File: src/pcl_pkg.sv
// Constants shared by the pin configuration block
package pcl_pkg;
  // Port geometry
  localparam int NUM_PINS = 32;
  localparam int SLOT_W = 3;
  localparam int NUM_SLOTS = 8;
  localparam int WORD_W = 16;
  localparam int IDX_W = 5;
  localparam int PADDR_W = 12;
  // Byte offsets of the first and last pin words
  localparam logic [PADDR_W-1:0] OFS_FIRST = 12'h000;
  localparam logic [PADDR_W-1:0] OFS_LAST = 12'h07c;
  // Field positions inside the lower half of the word
  localparam int SLOT_LSB = 8;
  localparam int SLOT_MSB = 10;
  localparam int BIT_DRIVE = 6;
  localparam int BIT_FILTER = 4;
  localparam int BIT_SLOW = 2;
  localparam int BIT_PULL_ON = 1;
  localparam int BIT_PULL_UP = 0;
  // Slot codes
  localparam logic [SLOT_W-1:0] SLOT_ANALOG = 3'h0;
  localparam logic [SLOT_W-1:0] SLOT_GPIO = 3'h1;
  // Bits that can ever hold a one; all others read zero
  localparam logic [WORD_W-1:0] LEGAL_MASK = 16'h0757;
  // Values after reset and default feature support
  localparam logic [WORD_W-1:0] RST_WORD = 16'h0000;
  localparam logic [NUM_PINS-1:0] FEAT_ALL = 32'hffffffff;
  localparam logic [NUM_SLOTS-1:0] SLOTS_ALL = 8'hff;
  localparam logic [31:0] RD_ZERO = 32'h00000000;
endpackage : pcl_pkg

File: src/pcl_top.sv
// Pin configuration words (lower half) with APB access and pad control
//
// Design decisions made here: the APB interface to the registers and the register offsets.
`timescale 1ns/1ps

// Function
// [RULE1] Bits 15-11, 7, 5, 3 read zero
// [RULE2] Slot field 10-8 selects pin use
// [RULE3] Unimplemented slot codes are reserved
// [RULE4] Bit 6 sets high drive on outputs
// [RULE5] Missing features make their bit read-only
// [RULE6] Bit 4 enables input filter when digital
// [RULE7] Bit 2 selects slow edges on outputs
// [RULE8] Bit 1 enables pull on digital input
// [RULE9] Bit 0 chooses pullup, needs pull enable
// [RULE10] Pad settings same in every digital slot
// [RULE11] Analog slot disables all digital functions
// [RULE12] Pull off while output buffer drives
// [RULE13] Per-pin feature support is a parameter
module pcl_top #(
  parameter logic [pcl_pkg::NUM_PINS-1:0] FEAT_DRIVE = pcl_pkg::FEAT_ALL,
  parameter logic [pcl_pkg::NUM_PINS-1:0] FEAT_FILTER = pcl_pkg::FEAT_ALL,
  parameter logic [pcl_pkg::NUM_PINS-1:0] FEAT_SLOW = pcl_pkg::FEAT_ALL,
  parameter logic [pcl_pkg::NUM_PINS-1:0] FEAT_PULL_ON = pcl_pkg::FEAT_ALL,
  parameter logic [pcl_pkg::NUM_PINS-1:0] FEAT_PULL_UP = pcl_pkg::FEAT_ALL,
  parameter logic [pcl_pkg::NUM_PINS-1:0][pcl_pkg::NUM_SLOTS-1:0] SLOT_OK =
    {pcl_pkg::NUM_PINS{pcl_pkg::SLOTS_ALL}},
  parameter logic [pcl_pkg::NUM_PINS-1:0][pcl_pkg::WORD_W-1:0] RST_CFG =
    {pcl_pkg::NUM_PINS{pcl_pkg::RST_WORD}}
) (
  // Clock and reset
  input wire logic clk_sys,
  input wire logic rst,
  // APB slave
  input wire logic psel,
  input wire logic penable,
  input wire logic pwrite,
  input wire logic [pcl_pkg::PADDR_W-1:0] paddr,
  input wire logic [31:0] pwdata,
  output logic [31:0] prdata,
  output logic pready,
  output logic pslverr,
  // Peripheral requests per slot (slot 1 is GPIO)
  input wire logic [pcl_pkg::NUM_PINS-1:0][pcl_pkg::NUM_SLOTS-1:0] alt_do,
  input wire logic [pcl_pkg::NUM_PINS-1:0][pcl_pkg::NUM_SLOTS-1:0] alt_oe,
  // Pad control
  output logic [pcl_pkg::NUM_PINS-1:0][pcl_pkg::SLOT_W-1:0] pad_slot,
  output logic [pcl_pkg::NUM_PINS-1:0] pad_do,
  output logic [pcl_pkg::NUM_PINS-1:0] pad_oe,
  output logic [pcl_pkg::NUM_PINS-1:0] pad_ie,
  output logic [pcl_pkg::NUM_PINS-1:0] pad_drive_hi,
  output logic [pcl_pkg::NUM_PINS-1:0] pad_slow,
  output logic [pcl_pkg::NUM_PINS-1:0] pad_filter,
  output logic [pcl_pkg::NUM_PINS-1:0] pad_pull_on,
  output logic [pcl_pkg::NUM_PINS-1:0] pad_pull_up
);
  import pcl_pkg::*;

  // Word-aligned address inside the pin word range
  function automatic logic addr_ok(input logic [PADDR_W-1:0] a);
    addr_ok = (a >= OFS_FIRST) && (a <= OFS_LAST) && (a[1:0] == 2'h0);
  endfunction : addr_ok

  // Pin index from a byte address
  function automatic logic [IDX_W-1:0] reg_index(input logic [PADDR_W-1:0] a);
    reg_index = a[IDX_W+1:2];
  endfunction : reg_index

  // Stored configuration words
  logic [NUM_PINS-1:0][WORD_W-1:0] cfg;
  logic setup_phase;
  logic wr_go;

  assign setup_phase = psel && !penable;
  // Write lands at the completing edge of a good access
  assign wr_go = psel && penable && pready && pwrite && addr_ok(paddr);

  // One wait-free access phase: ready rises in the cycle after setup
  always_ff @(posedge clk_sys) begin
    if (rst) begin
      pready <= 1'b0;
    end else begin
      pready <= setup_phase;
    end
  end

  // Error answer for unmapped or unaligned addresses
  always_ff @(posedge clk_sys) begin
    if (rst) begin
      pslverr <= 1'b0;
    end else begin
      pslverr <= setup_phase && !addr_ok(paddr);
    end
  end

  // Read data captured in setup; upper half and reserved bits read zero
  always_ff @(posedge clk_sys) begin
    if (rst) begin
      prdata <= RD_ZERO;
    end else if (setup_phase && !pwrite && addr_ok(paddr)) begin
      prdata <= {16'h0000, cfg[reg_index(paddr)] & LEGAL_MASK}; // [RULE1]
    end else if (setup_phase) begin
      prdata <= RD_ZERO;
    end
  end

  genvar i;
  generate
    for (i = 0; i < NUM_PINS; i++) begin : g_pin
      logic [WORD_W-1:0] wmask;
      logic [WORD_W-1:0] next_cfg;
      logic [SLOT_W-1:0] wslot;
      logic dig;
      logic drv;

      // Writable bits: only features this pin supports
      assign wmask = LEGAL_MASK & ~(16'h0007 << SLOT_LSB)
        & ({15'h0000, FEAT_DRIVE[i]} << BIT_DRIVE) // [RULE5] [RULE13]
        | LEGAL_MASK & ({15'h0000, FEAT_FILTER[i]} << BIT_FILTER)
        | LEGAL_MASK & ({15'h0000, FEAT_SLOW[i]} << BIT_SLOW)
        | LEGAL_MASK & ({15'h0000, FEAT_PULL_ON[i]} << BIT_PULL_ON)
        | LEGAL_MASK & ({15'h0000, FEAT_PULL_UP[i]} << BIT_PULL_UP);
      assign wslot = pwdata[SLOT_MSB:SLOT_LSB];

      // Merge written bits; slot codes the pin lacks leave the slot as is
      always_comb begin
        next_cfg = (cfg[i] & ~wmask) | (pwdata[WORD_W-1:0] & wmask); // [RULE5]
        if (SLOT_OK[i][wslot]) begin
          next_cfg[SLOT_MSB:SLOT_LSB] = wslot; // [RULE2] [RULE3]
        end
      end

      // Configuration word storage
      always_ff @(posedge clk_sys) begin
        if (rst) begin
          cfg[i] <= RST_CFG[i] & LEGAL_MASK; // [RULE1] [RULE13]
        end else if (wr_go && reg_index(paddr) == IDX_W'(i)) begin
          cfg[i] <= next_cfg & LEGAL_MASK; // [RULE1] [RULE13]
        end
      end

      // Any non-analog slot is digital; settings ignore which one
      assign dig = cfg[i][SLOT_MSB:SLOT_LSB] != SLOT_ANALOG; // [RULE10] [RULE11]
      assign drv = dig && alt_oe[i][cfg[i][SLOT_MSB:SLOT_LSB]];

      // Slot select and peripheral signal routing to the pad
      always_ff @(posedge clk_sys) begin
        if (rst) begin
          pad_slot[i] <= SLOT_ANALOG;
          pad_do[i] <= 1'b0;
          pad_oe[i] <= 1'b0;
          pad_ie[i] <= 1'b0;
        end else begin
          pad_slot[i] <= cfg[i][SLOT_MSB:SLOT_LSB]; // [RULE2]
          pad_do[i] <= dig && alt_do[i][cfg[i][SLOT_MSB:SLOT_LSB]];
          pad_oe[i] <= drv; // [RULE11]
          pad_ie[i] <= dig; // [RULE11]
        end
      end

      // Electrical controls, qualified by the pin's direction except the filter, which needs only a digital slot
      always_ff @(posedge clk_sys) begin
        if (rst) begin
          pad_drive_hi[i] <= 1'b0;
          pad_slow[i] <= 1'b0;
          pad_filter[i] <= 1'b0;
          pad_pull_on[i] <= 1'b0;
          pad_pull_up[i] <= 1'b0;
        end else begin
          pad_drive_hi[i] <= drv && cfg[i][BIT_DRIVE]; // [RULE4] [RULE10]
          pad_slow[i] <= drv && cfg[i][BIT_SLOW]; // [RULE7] [RULE10]
          pad_filter[i] <= dig && cfg[i][BIT_FILTER]; // [RULE6] [RULE11]
          pad_pull_on[i] <= dig && !drv && cfg[i][BIT_PULL_ON]; // [RULE8] [RULE12]
          pad_pull_up[i] <= dig && !drv && cfg[i][BIT_PULL_ON]
            && cfg[i][BIT_PULL_UP]; // [RULE9] [RULE12]
        end
      end
    end
  endgenerate
endmodule : pcl_top

File: config.mk
export PLATFORM = sky130hd
export DESIGN_NAME = pcl_top
export DESIGN_NICKNAME = d
export VERILOG_FILES = /design/src/pcl_pkg.sv /design/src/pcl_top.sv
export SDC_FILE = /design/constraint.sdc
export NUM_CORES = 1
export LEC_CHECK = 0
export BUFFER_PORTS_ARGS = -buffer_cell sky130_fd_sc_hd__buf_2
export CAP_MARGIN = 20
export CORE_AREA = 3 3 368 370
export CTS_BUF_LIST = sky130_fd_sc_hd__clkbuf_8 sky130_fd_sc_hd__clkbuf_16
export DETAILED_ROUTE_END_ITERATION = 7
export DIE_AREA = 0 0 371 373
export PLACE_DENSITY_LB_ADDON = 0.08
export RECOVER_POWER = 50
export SYNTH_ARGS = -nofsm -noshare
export SYNTH_HDL_FRONTEND = slang
export SYNTH_SLANG_ARGS = --single-unit
File: constraint.sdc
create_clock -name clk_sys -period 2.2 [get_ports clk_sys]
set_input_delay 0.11 -clock clk_sys [delete_from_list [all_inputs] [get_ports clk_sys]]
set_output_delay 0.11 -clock clk_sys [all_outputs]
set_load 0.02 [all_outputs]
==> metrics.md, run 1 <==
| Metric | Value |
|---|---|
| ANT nets after route | `0` |
| TritonRoute pass-1 iters | `5` |
| CP Class | `reg -> reg` |
| Nets | `~3800` |
| Vias per cell | `between 4 and 5` |
| Reg power frac | `42.3%` |
| Synth Register Bits | `approximately 620` |
| Fmax | `approximately 460 MHz` |
| Leak | `~0.015 µW` |
| Post-Synth Simple-Gate Area | `about 16%` |
| Die X | `between 300 and 400 µm` |
| Clock share of power | `approximately half` |
| Maximum root-to-sink buffer count | `3` |
| Placer's final routability congestion estimate | `0.841` |
| Syn Inst Count | `2134` |
| Reg2reg start | `cfg[488]$_SDFFE_PP0P_` |
| Worst skew pair latency | `roughly 670 ps` |
| Reg clk slew, reported paths | `roughly 60 ps` |
| RSZ-0062 raised after global routing | `yes` |
| Worst hold path startpoint | `pwdata[0]` |
| Relative slew slack | `between 20% and 30%` |
| Vias in the first global route | `roughly 23000` |
| Final setup fails | `0` |
| Site row count | `134` |
| Count of cell types in the netlist | `between 40 and 50` |
| DRC Markers | `0` |
| Hold Vio Cnt, Final | `0` |
| Net Switching | `between 6000 and 7000 µW` |
| Comb power frac | `under 10%` |
| DRC marker count from the first detailed-route iteration | `847` |
| Max-slew violation count | `0` |
| Area leader, netlist | `dfxtp_1` |
| IO buf count | `between 800 and 900` |
| Top FF cell, synth | `dfxtp_1` |
| Starting Density | `between 10% and 20%` |
| Outcome | `completed` |
| Period minus WS final | `about 2200 ps` |
| Crit. Startpoint | `cfg[488]$_SDFFE_PP0P_` |
| EDFF count, synth | `0` |
| Synth top area cells | `dfxtp_1 (49%), mux4_2 (17%), mux2i_1 (13%)` |
| Cell Pwr Density | `about 730 nW/µm²` |
| Worst Setup End Kind | `flop` |
| Hold Path Class | `in -> reg` |
| CORE AREA | `approximately 130000 µm²` |
| Finished Core Util | `a little over a quarter` |
| MaxCap Viol Count | `0` |
| Cell Area, Synth | `around 25000 µm²` |
| Antenna violations before repair | `10` |
| Adder-Cell Fraction of Synth Area | `0%` |
| Critical Path AT | `about 2700 ps` |
| Die Y | `between 300 and 400 µm` |
| First-pass GRT wire length | `about 170 mm` |
| Synth Warn # | `0` |
| WL per Instance | `around 24 µm` |
| VDD IR max | `0.000396 V` |
| TritonCTS buffer count | `80` |
| CTS Sinks | `about 620` |
| Final cycle utilization of the critical path | `roughly 100%` |
| P&R area growth vs syn | `44.9%` |
| Setup_tns | `0 ps` |
| Met1 Usage GRT | `20.5%` |
| Mux cell area share after synthesis | `30.8%` |
| Switching fraction of total power | `between 20% and 30%` |
| Worst Tran Pin Value | `~1100 ps` |
| Global route overflow | `0` |
| Met3 usage | `4.30%` |
| Xor/xnor share of the synthesized area | `0%` |
| Post-synthesis async set-or-reset flop share | `0%` |
| Largest family of logic cells by synthesized area | `multiplexers` |
| CTS tree | `built` |
| Pin count of the biggest net entering global routing | `between 100 and 150` |
| Routed WL | `121 mm` |
| Die area | `138000 µm²` |
| Worst EP required | `around 2800 ps` |
| Pint | `20400 µW` |
| Root buf cell | `clkbuf_16` |
| Global routing's busiest layer | `met2` |
| Layout cells sized above 1 | `between 30 and 40%` |
| Worst clock skew | `23.6 ps` |
| Compound-Gate Fraction of Synth Area | `less than 1%` |
| H-tree levels | `3` |
| Syn avg cell area | `~12 µm²` |
| Via count | `21300` |
| GR Layer Usage met2 | `between 20% and 30%` |
| # IOs | `947` |
| Total Routing Usage GR | `approximately 17%` |
| Hpwl dp | `between 90 and 100 mm` |
| Crit path max fanout | `4` |
| Synth top area share | `about half` |
| Seq/Total Area, Yosys | `between 40% and 50%` |
| Worst setup SP type | `flop` |
==> cells by family after synthesis <==
| kind of cell | Yosys count |
|---|---|
| buf+inv | 199 |
| other cells | 1 |
| simple gates | 750 |
| mux | 531 |
| compound gates | 35 |
| flops | 618 |
==> cell usage after synthesis, types with 3 or more instances <==
cell      count
a21oi_1      11
a22oi_1       6
a31oi_1       4
and2_1      130
and3_1       33
buf_1         9
buf_2        16
buf_4        27
clkbuf_1    141
dfxtp_1     618
inv_1         3
mux2_2        9
mux2i_1     329
mux4_2      193
nand2_1      42
nand2b_1      4
nand3_1      13
nand3b_1      5
nand4_1       3
nor2_1      289
nor2b_1     100
nor3_1       98
nor3_2       13
nor4_4        5
o211ai_1      5
o221ai_1      3
==> what timing repair did <==
item / 4_1_cts / 5_1_grt
endpoints found under the setup margin: 0 / 33
resized for setup: 0 / 23
setup buffers: 0 / 3
endpoints found under the hold margin: 115 / 0
hold buffers: 147 / 0
==> final cells by class <==
cell class	instances	area, µm²
Clock inverter	43	434
Clock buffer	100	2300
Tap cell	1768	2210
Multi-Input combinational cell	1340	12000
Inverter	3	11.3
Antenna cell	5	12.5
Timing Repair Buffer	1218	7080
Sequential cell	618	12400
Fill cell	14100	96500
==> power by group through the flow <==
stage | Sequential [µW] | Combinational, µW | Clock, µW
finish | 11200 | 1650 | 13600
detailed placement | 11400 | 1470 | 0
global placement | 11400 | 1440 | 0
global route | 11200 | 1780 | 14600
CTS | 11200 | 1670 | 14200
floorplan | 11400 | 636 | 0
==> path summary, 6_finish.rpt <==
check                      endpoint  slack [ps]  depth (start not counted)
max           pad_do[30]$_SDFF_PP0_          20                          6
min           cfg[256]$_SDFFE_PP0P_          40                          3
max reg2reg   pad_do[30]$_SDFF_PP0_          20                          6
min reg2reg  prdata[9]$_SDFFE_PP0P_         480                          1
==> registers in the layout, indices dropped and copies added (netlist names) <==
signal	cells
cfg	256
pad_slot	96
pad_do	32
pad_drive_hi	32
pad_filter	32
pad_ie	32
pad_oe	32
pad_pull_on	32
pad_pull_up	32
pad_slow	32
prdata	8
pready	1
pslverr	1
==> critical path, cell delays in order, from the launching register on <==
cell and delay, ps:
dfxtp_1 420, buf_4 180, buf_4 160, mux4_2 510, mux2i_2 180, nor3_1 60, dlygate4sd3_1 560
==> metrics by stage <==
step / total power (µW) / instance area [µm²] / std cells / worst slack [ps] / hold slack (ps)
after floorplan: 12100 / 25200 / 2157 / 191 / 257
after global placement: 12900 / 32700 / 4798 / 0.00799 / 442
after detailed placement: 12900 / 32700 / 4798 / -13.0 / 451
after CTS: 27100 / 36900 / 5088 / 0.411 / 0.399
after global routing: 27600 / 36400 / 5091 / -84.4 / 27.7
final: 26500 / 36400 / 5095 / 15.4 / 39.2
==> layer usage <==
metal  part of all wire [%]  vias to the layer above  wire length (µm)
met4                    3.2                        6              3890
li1                       -                     9822                 -
met5                  0.034                        -                41
met1                     41                    10500             50200
met3                    6.5                      180              7830
met2                     49                      787             59200
==> cells in the final DEF (no fill, tap or decap), types with 82 or more instances in the layout <==
cell / synthesis / final
dfxtp_1: 618 / 607
buf_2: 16 / 553
clkbuf_1: 141 / 357
mux2i_1: 329 / 324
nor2_1: 289 / 289
mux4_2: 193 / 193
dlygate4sd3_1: 0 / 146
buf_4: 27 / 135
and2_1: 130 / 121
nor2b_1: 100 / 100
nor3_1: 98 / 98
clkbuf_16: 0 / 82
No activity file was read; power rests on OpenSTA's default activity.
==> run 2, diff against run 1 <==
--- a/config.mk
+++ b/config.mk
@@ -13,6 +13,7 @@
 export DIE_AREA = 0 0 371 373
 export PLACE_DENSITY_LB_ADDON = 0.08
 export RECOVER_POWER = 50
+export REMOVE_ABC_BUFFERS = 1
 export SYNTH_ARGS = -nofsm -noshare
 export SYNTH_HDL_FRONTEND = slang
 export SYNTH_SLANG_ARGS = --single-unit
==> run 2 against run 1 <==
  * Global-route usage fell by 0.29 points
  * Die area did not move
  * Via count fell by 1.3%
  * Worst hold slack improved by 14 ps
  * Final cell count fell by 0.20%
  * First-iteration DRC count rose by 11%
  * Critical path depth fell by 1
  * Worst setup slack improved by 89 ps
  * Flip-flop and latch count did not move
  * Non-clock buffer count fell by 14
  * Critical path type unchanged
  * Highest routed layer unchanged
==> metrics.md, run 2 (synthesis gave the netlist of run 1 again) <==
| Metric | Value |
|---|---|
| Site row count | `134 (unchanged)` |
| Final cycle utilization of the critical path | `95.2% (-4.1 points)` |
| Worst setup SP type | `flop` |
| Final worst setup slack | `105 ps (+89.3 ps)` |
| Total Routing Usage GR | `16.7% (-0.29 points)` |
| Fill cells | `14200 (+0.87%)` |
| Reg power frac | `42.4% (about the same)` |
| MaxCap Viol Count | `0 (unchanged)` |
| Worst hold path startpoint | `alt_do[112]` |
| IO buf count | `898 (unchanged)` |
| Post-route insts no fill | `5085 (-0.20%)` |
| CTS tree | `built` |
| Maximum root-to-sink buffer count | `3 (unchanged)` |
| Reg2reg end | `pad_do[19]$_SDFF_PP0_` |
| Layout cells sized above 1 | `33.1% (+0.32 points)` |
| Root buf cell | `clkbuf_16` |
| Largest registers | `cfg: 256 flops, pad_slot: 96 flops` |
| Max reg flops | `256 (unchanged)` |
| Die X | `371 µm (unchanged)` |
| Pin count of the biggest net entering global routing | `67 (-36%)` |
| Worst Tran Pin Value | `901 ps (-236 ps)` |
| Hold slack | `53.2 ps (+14.1 ps)` |
| Nets | `3809 (-0.34%)` |
| VDD IR max | `0.000489 V (+23%)` |
| CP top delay family | `buffers and inverters` |
| Outcome | `completed` |
| Setup Buffers After CTS | `0 (unchanged)` |
| Clock share of power | `51.5% (about the same)` |
| CORE AREA | `133000 µm² (unchanged)` |
| Critical Path AT | `2600 ps (-130 ps)` |
| Commonest non-fill, non-tap cells in the layout | `dfxtp_1 (613), buf_2 (542), clkbuf_1 (357)` |
| RSZ-0062 raised after global routing | `no` |
| WL per Instance | `23.3 µm (-1.9%)` |
| Max-slew violation count | `0 (unchanged)` |
| Worst Setup End Kind | `flop` |
| Via count | `21000 (-1.3%)` |
| DRC Markers | `0 (unchanged)` |
| Worst skew pair latency | `640 ps (-30 ps)` |
| Hold Path Class | `in -> reg` |
| First-pass GRT wire length | `167 mm (-0.94%)` |
| Cells on worst reg2reg path | `5 (-1)` |
| ANT nets after route | `0 (unchanged)` |
| Fmax | `477 MHz (+4.3%)` |
| Hpwl dp | `94.0 mm (-1.0%)` |
| CTS Sinks | `618 (unchanged)` |
| DRC marker count from the first detailed-route iteration | `944 (+11%)` |
| Most common cell after layout, fill and taps aside | `dfxtp_1` |
| Worst Hold Depth | `4 (+1)` |
| Relative slew slack | `39.9% (+16 points)` |
| TritonCTS buffer count | `81 (+1.3%)` |
| Hold EP | `pad_do[14]$_SDFF_PP0_` |
| Starting Density | `18.9% (unchanged)` |
| Cell Pwr Density | `728 nW/µm² (+0.13%)` |
| Switching fraction of total power | `23.3% (+0.14 points)` |
| Crit path max fanout | `5 (+1)` |
| Reg2reg start | `cfg[312]$_SDFFE_PP0P_` |
| TritonRoute pass-1 iters | `7 (+2)` |
| Reg-to-reg setup timing slack | `100 ps (+90 ps)` |
| Net Switching | `6150 µW (+0.32%)` |
| Comb power frac | `6.1% (about the same)` |
| CP peak stage delay | `570 ps (about the same)` |
| Final setup fails | `0 (unchanged)` |
| Antenna violations before repair | `19 (+9)` |
| Dpl ws | `5.54 ps (+18.5 ps)` |
| Pint | `20300 µW (-0.47%)` |
| H-tree levels | `3 (unchanged)` |
| Global route overflow | `0 (unchanged)` |
| Routed WL | `119 mm (-2.1%)` |
| Period minus WS final | `2100 ps (-89.3 ps)` |
| Leak | `0.0147 µW (-0.44%)` |
| Die Y | `373 µm (unchanged)` |
| Slowest cell on the critical path | `dlygate4sd3_1` |
| Vias in the first global route | `23000 (+1.1%)` |
| # IOs | `947 (unchanged)` |
| Inst Count DP | `4810 (+0.25%)` |
| CP Class | `reg -> reg` |
| Placer's final routability congestion estimate | `0.817 (-2.9%)` |
| Crit. Startpoint | `cfg[312]$_SDFFE_PP0P_` |
| Worst clock skew | `26.1 ps (+2.47 ps)` |
| Top reg by flops | `cfg` |
| Worst EP required | `2700 ps (-50 ps)` |
| Hold Vio Cnt, Final | `0 (unchanged)` |
| CP Cell Sequence | `buf_4 -> mux4_2 -> dlygate4sd3_1 -> mux2i_1 -> nor3_1` |
| Vias per cell | `4.13 (-1.1%)` |
| Reg clk slew, reported paths | `60 ps (about the same)` |
| CP Buf/Inv Count | `2 (-1)` |
| Die area | `138000 µm² (unchanged)` |
| P&R area growth vs syn | `44.3%` |
-- run 2: repair_timing --
item | CTS | global route
hold endpoints to repair | 110 | 0
hold buffers | 123 | 0
resized for setup | 0 | 6
setup endpoints to repair | 0 | 5
-- run 2: worst register-to-register path, cell delays in order, from the launching register on --
cell	delay, ps
dfxtp_1	470
buf_4	220
mux4_2	500
dlygate4sd3_1	570
mux2i_1	150
nor3_1	60
-- run 2: power by group through the flow --
stage / logic, µW / clock network [µW] / registers (µW)
2_1_floorplan: 364 / 0 / 11400
3_3_place_gp: 1440 / 0 / 11400
3_5_place_dp: 1470 / 0 / 11400
4_1_cts: 1650 / 14200 / 11200
5_1_grt: 1740 / 14600 / 11200
6_report: 1610 / 13600 / 11200
-- run 2: per-stage QoR --
step / utilization (%) / instance area [µm²] / TNS [ps] / power (µW)
after CTS: 27.6 / 36700 / 0 / 27000
after detailed placement: 24.6 / 32700 / 0 / 12900
final: 27.3 / 36300 / 0 / 26400
after global placement: 24.6 / 32700 / -170 / 12900
after global routing: 27.3 / 36300 / 0 / 27500
after floorplan: - / 24400 / -5760 / 11800
-- run 2: how the worst max path moves through the flow --
stage	end	slack (ps)	depth (start not counted)
after floorplan	cfg[384]$_SDFFE_PP0P_	-720	5
after CTS	pad_do[5]$_SDFF_PP0_	30	5
after detailed placement	cfg[256]$_SDFFE_PP0P_	6	7
final	pad_do[19]$_SDFF_PP0_	100	5
after global placement	cfg[264]$_SDFFE_PP0P_	-30	7
after global routing	pad_do[6]$_SDFF_PP0_	2	5
-- run 2: area by class of cell --
class	instances	area (µm²)	area share, %
diodes	6	15.0	0.0414
well taps	1768	2210	6.10
clock buffers	105	2390	6.59
repair buffers	1204	6930	19.1
multi-input cells	1340	12000	33.0
inverters	3	11.3	0.0310
flip-flops and latches	618	12400	34.1
clock inverters	41	363	1.00
-- run 2: metal layers --
| layer | vias up | routed length, µm | track usage [%] |
|---|---|---|---|
| li1 | 9789 | - | - |
| met5 | - | 95 | 0 |
| met2 | 684 | 58900 | 29.2 |
| met4 | 16 | 3240 | 5.01 |
| met3 | 164 | 7350 | 4.12 |
| met1 | 10300 | 49000 | 20.0 |
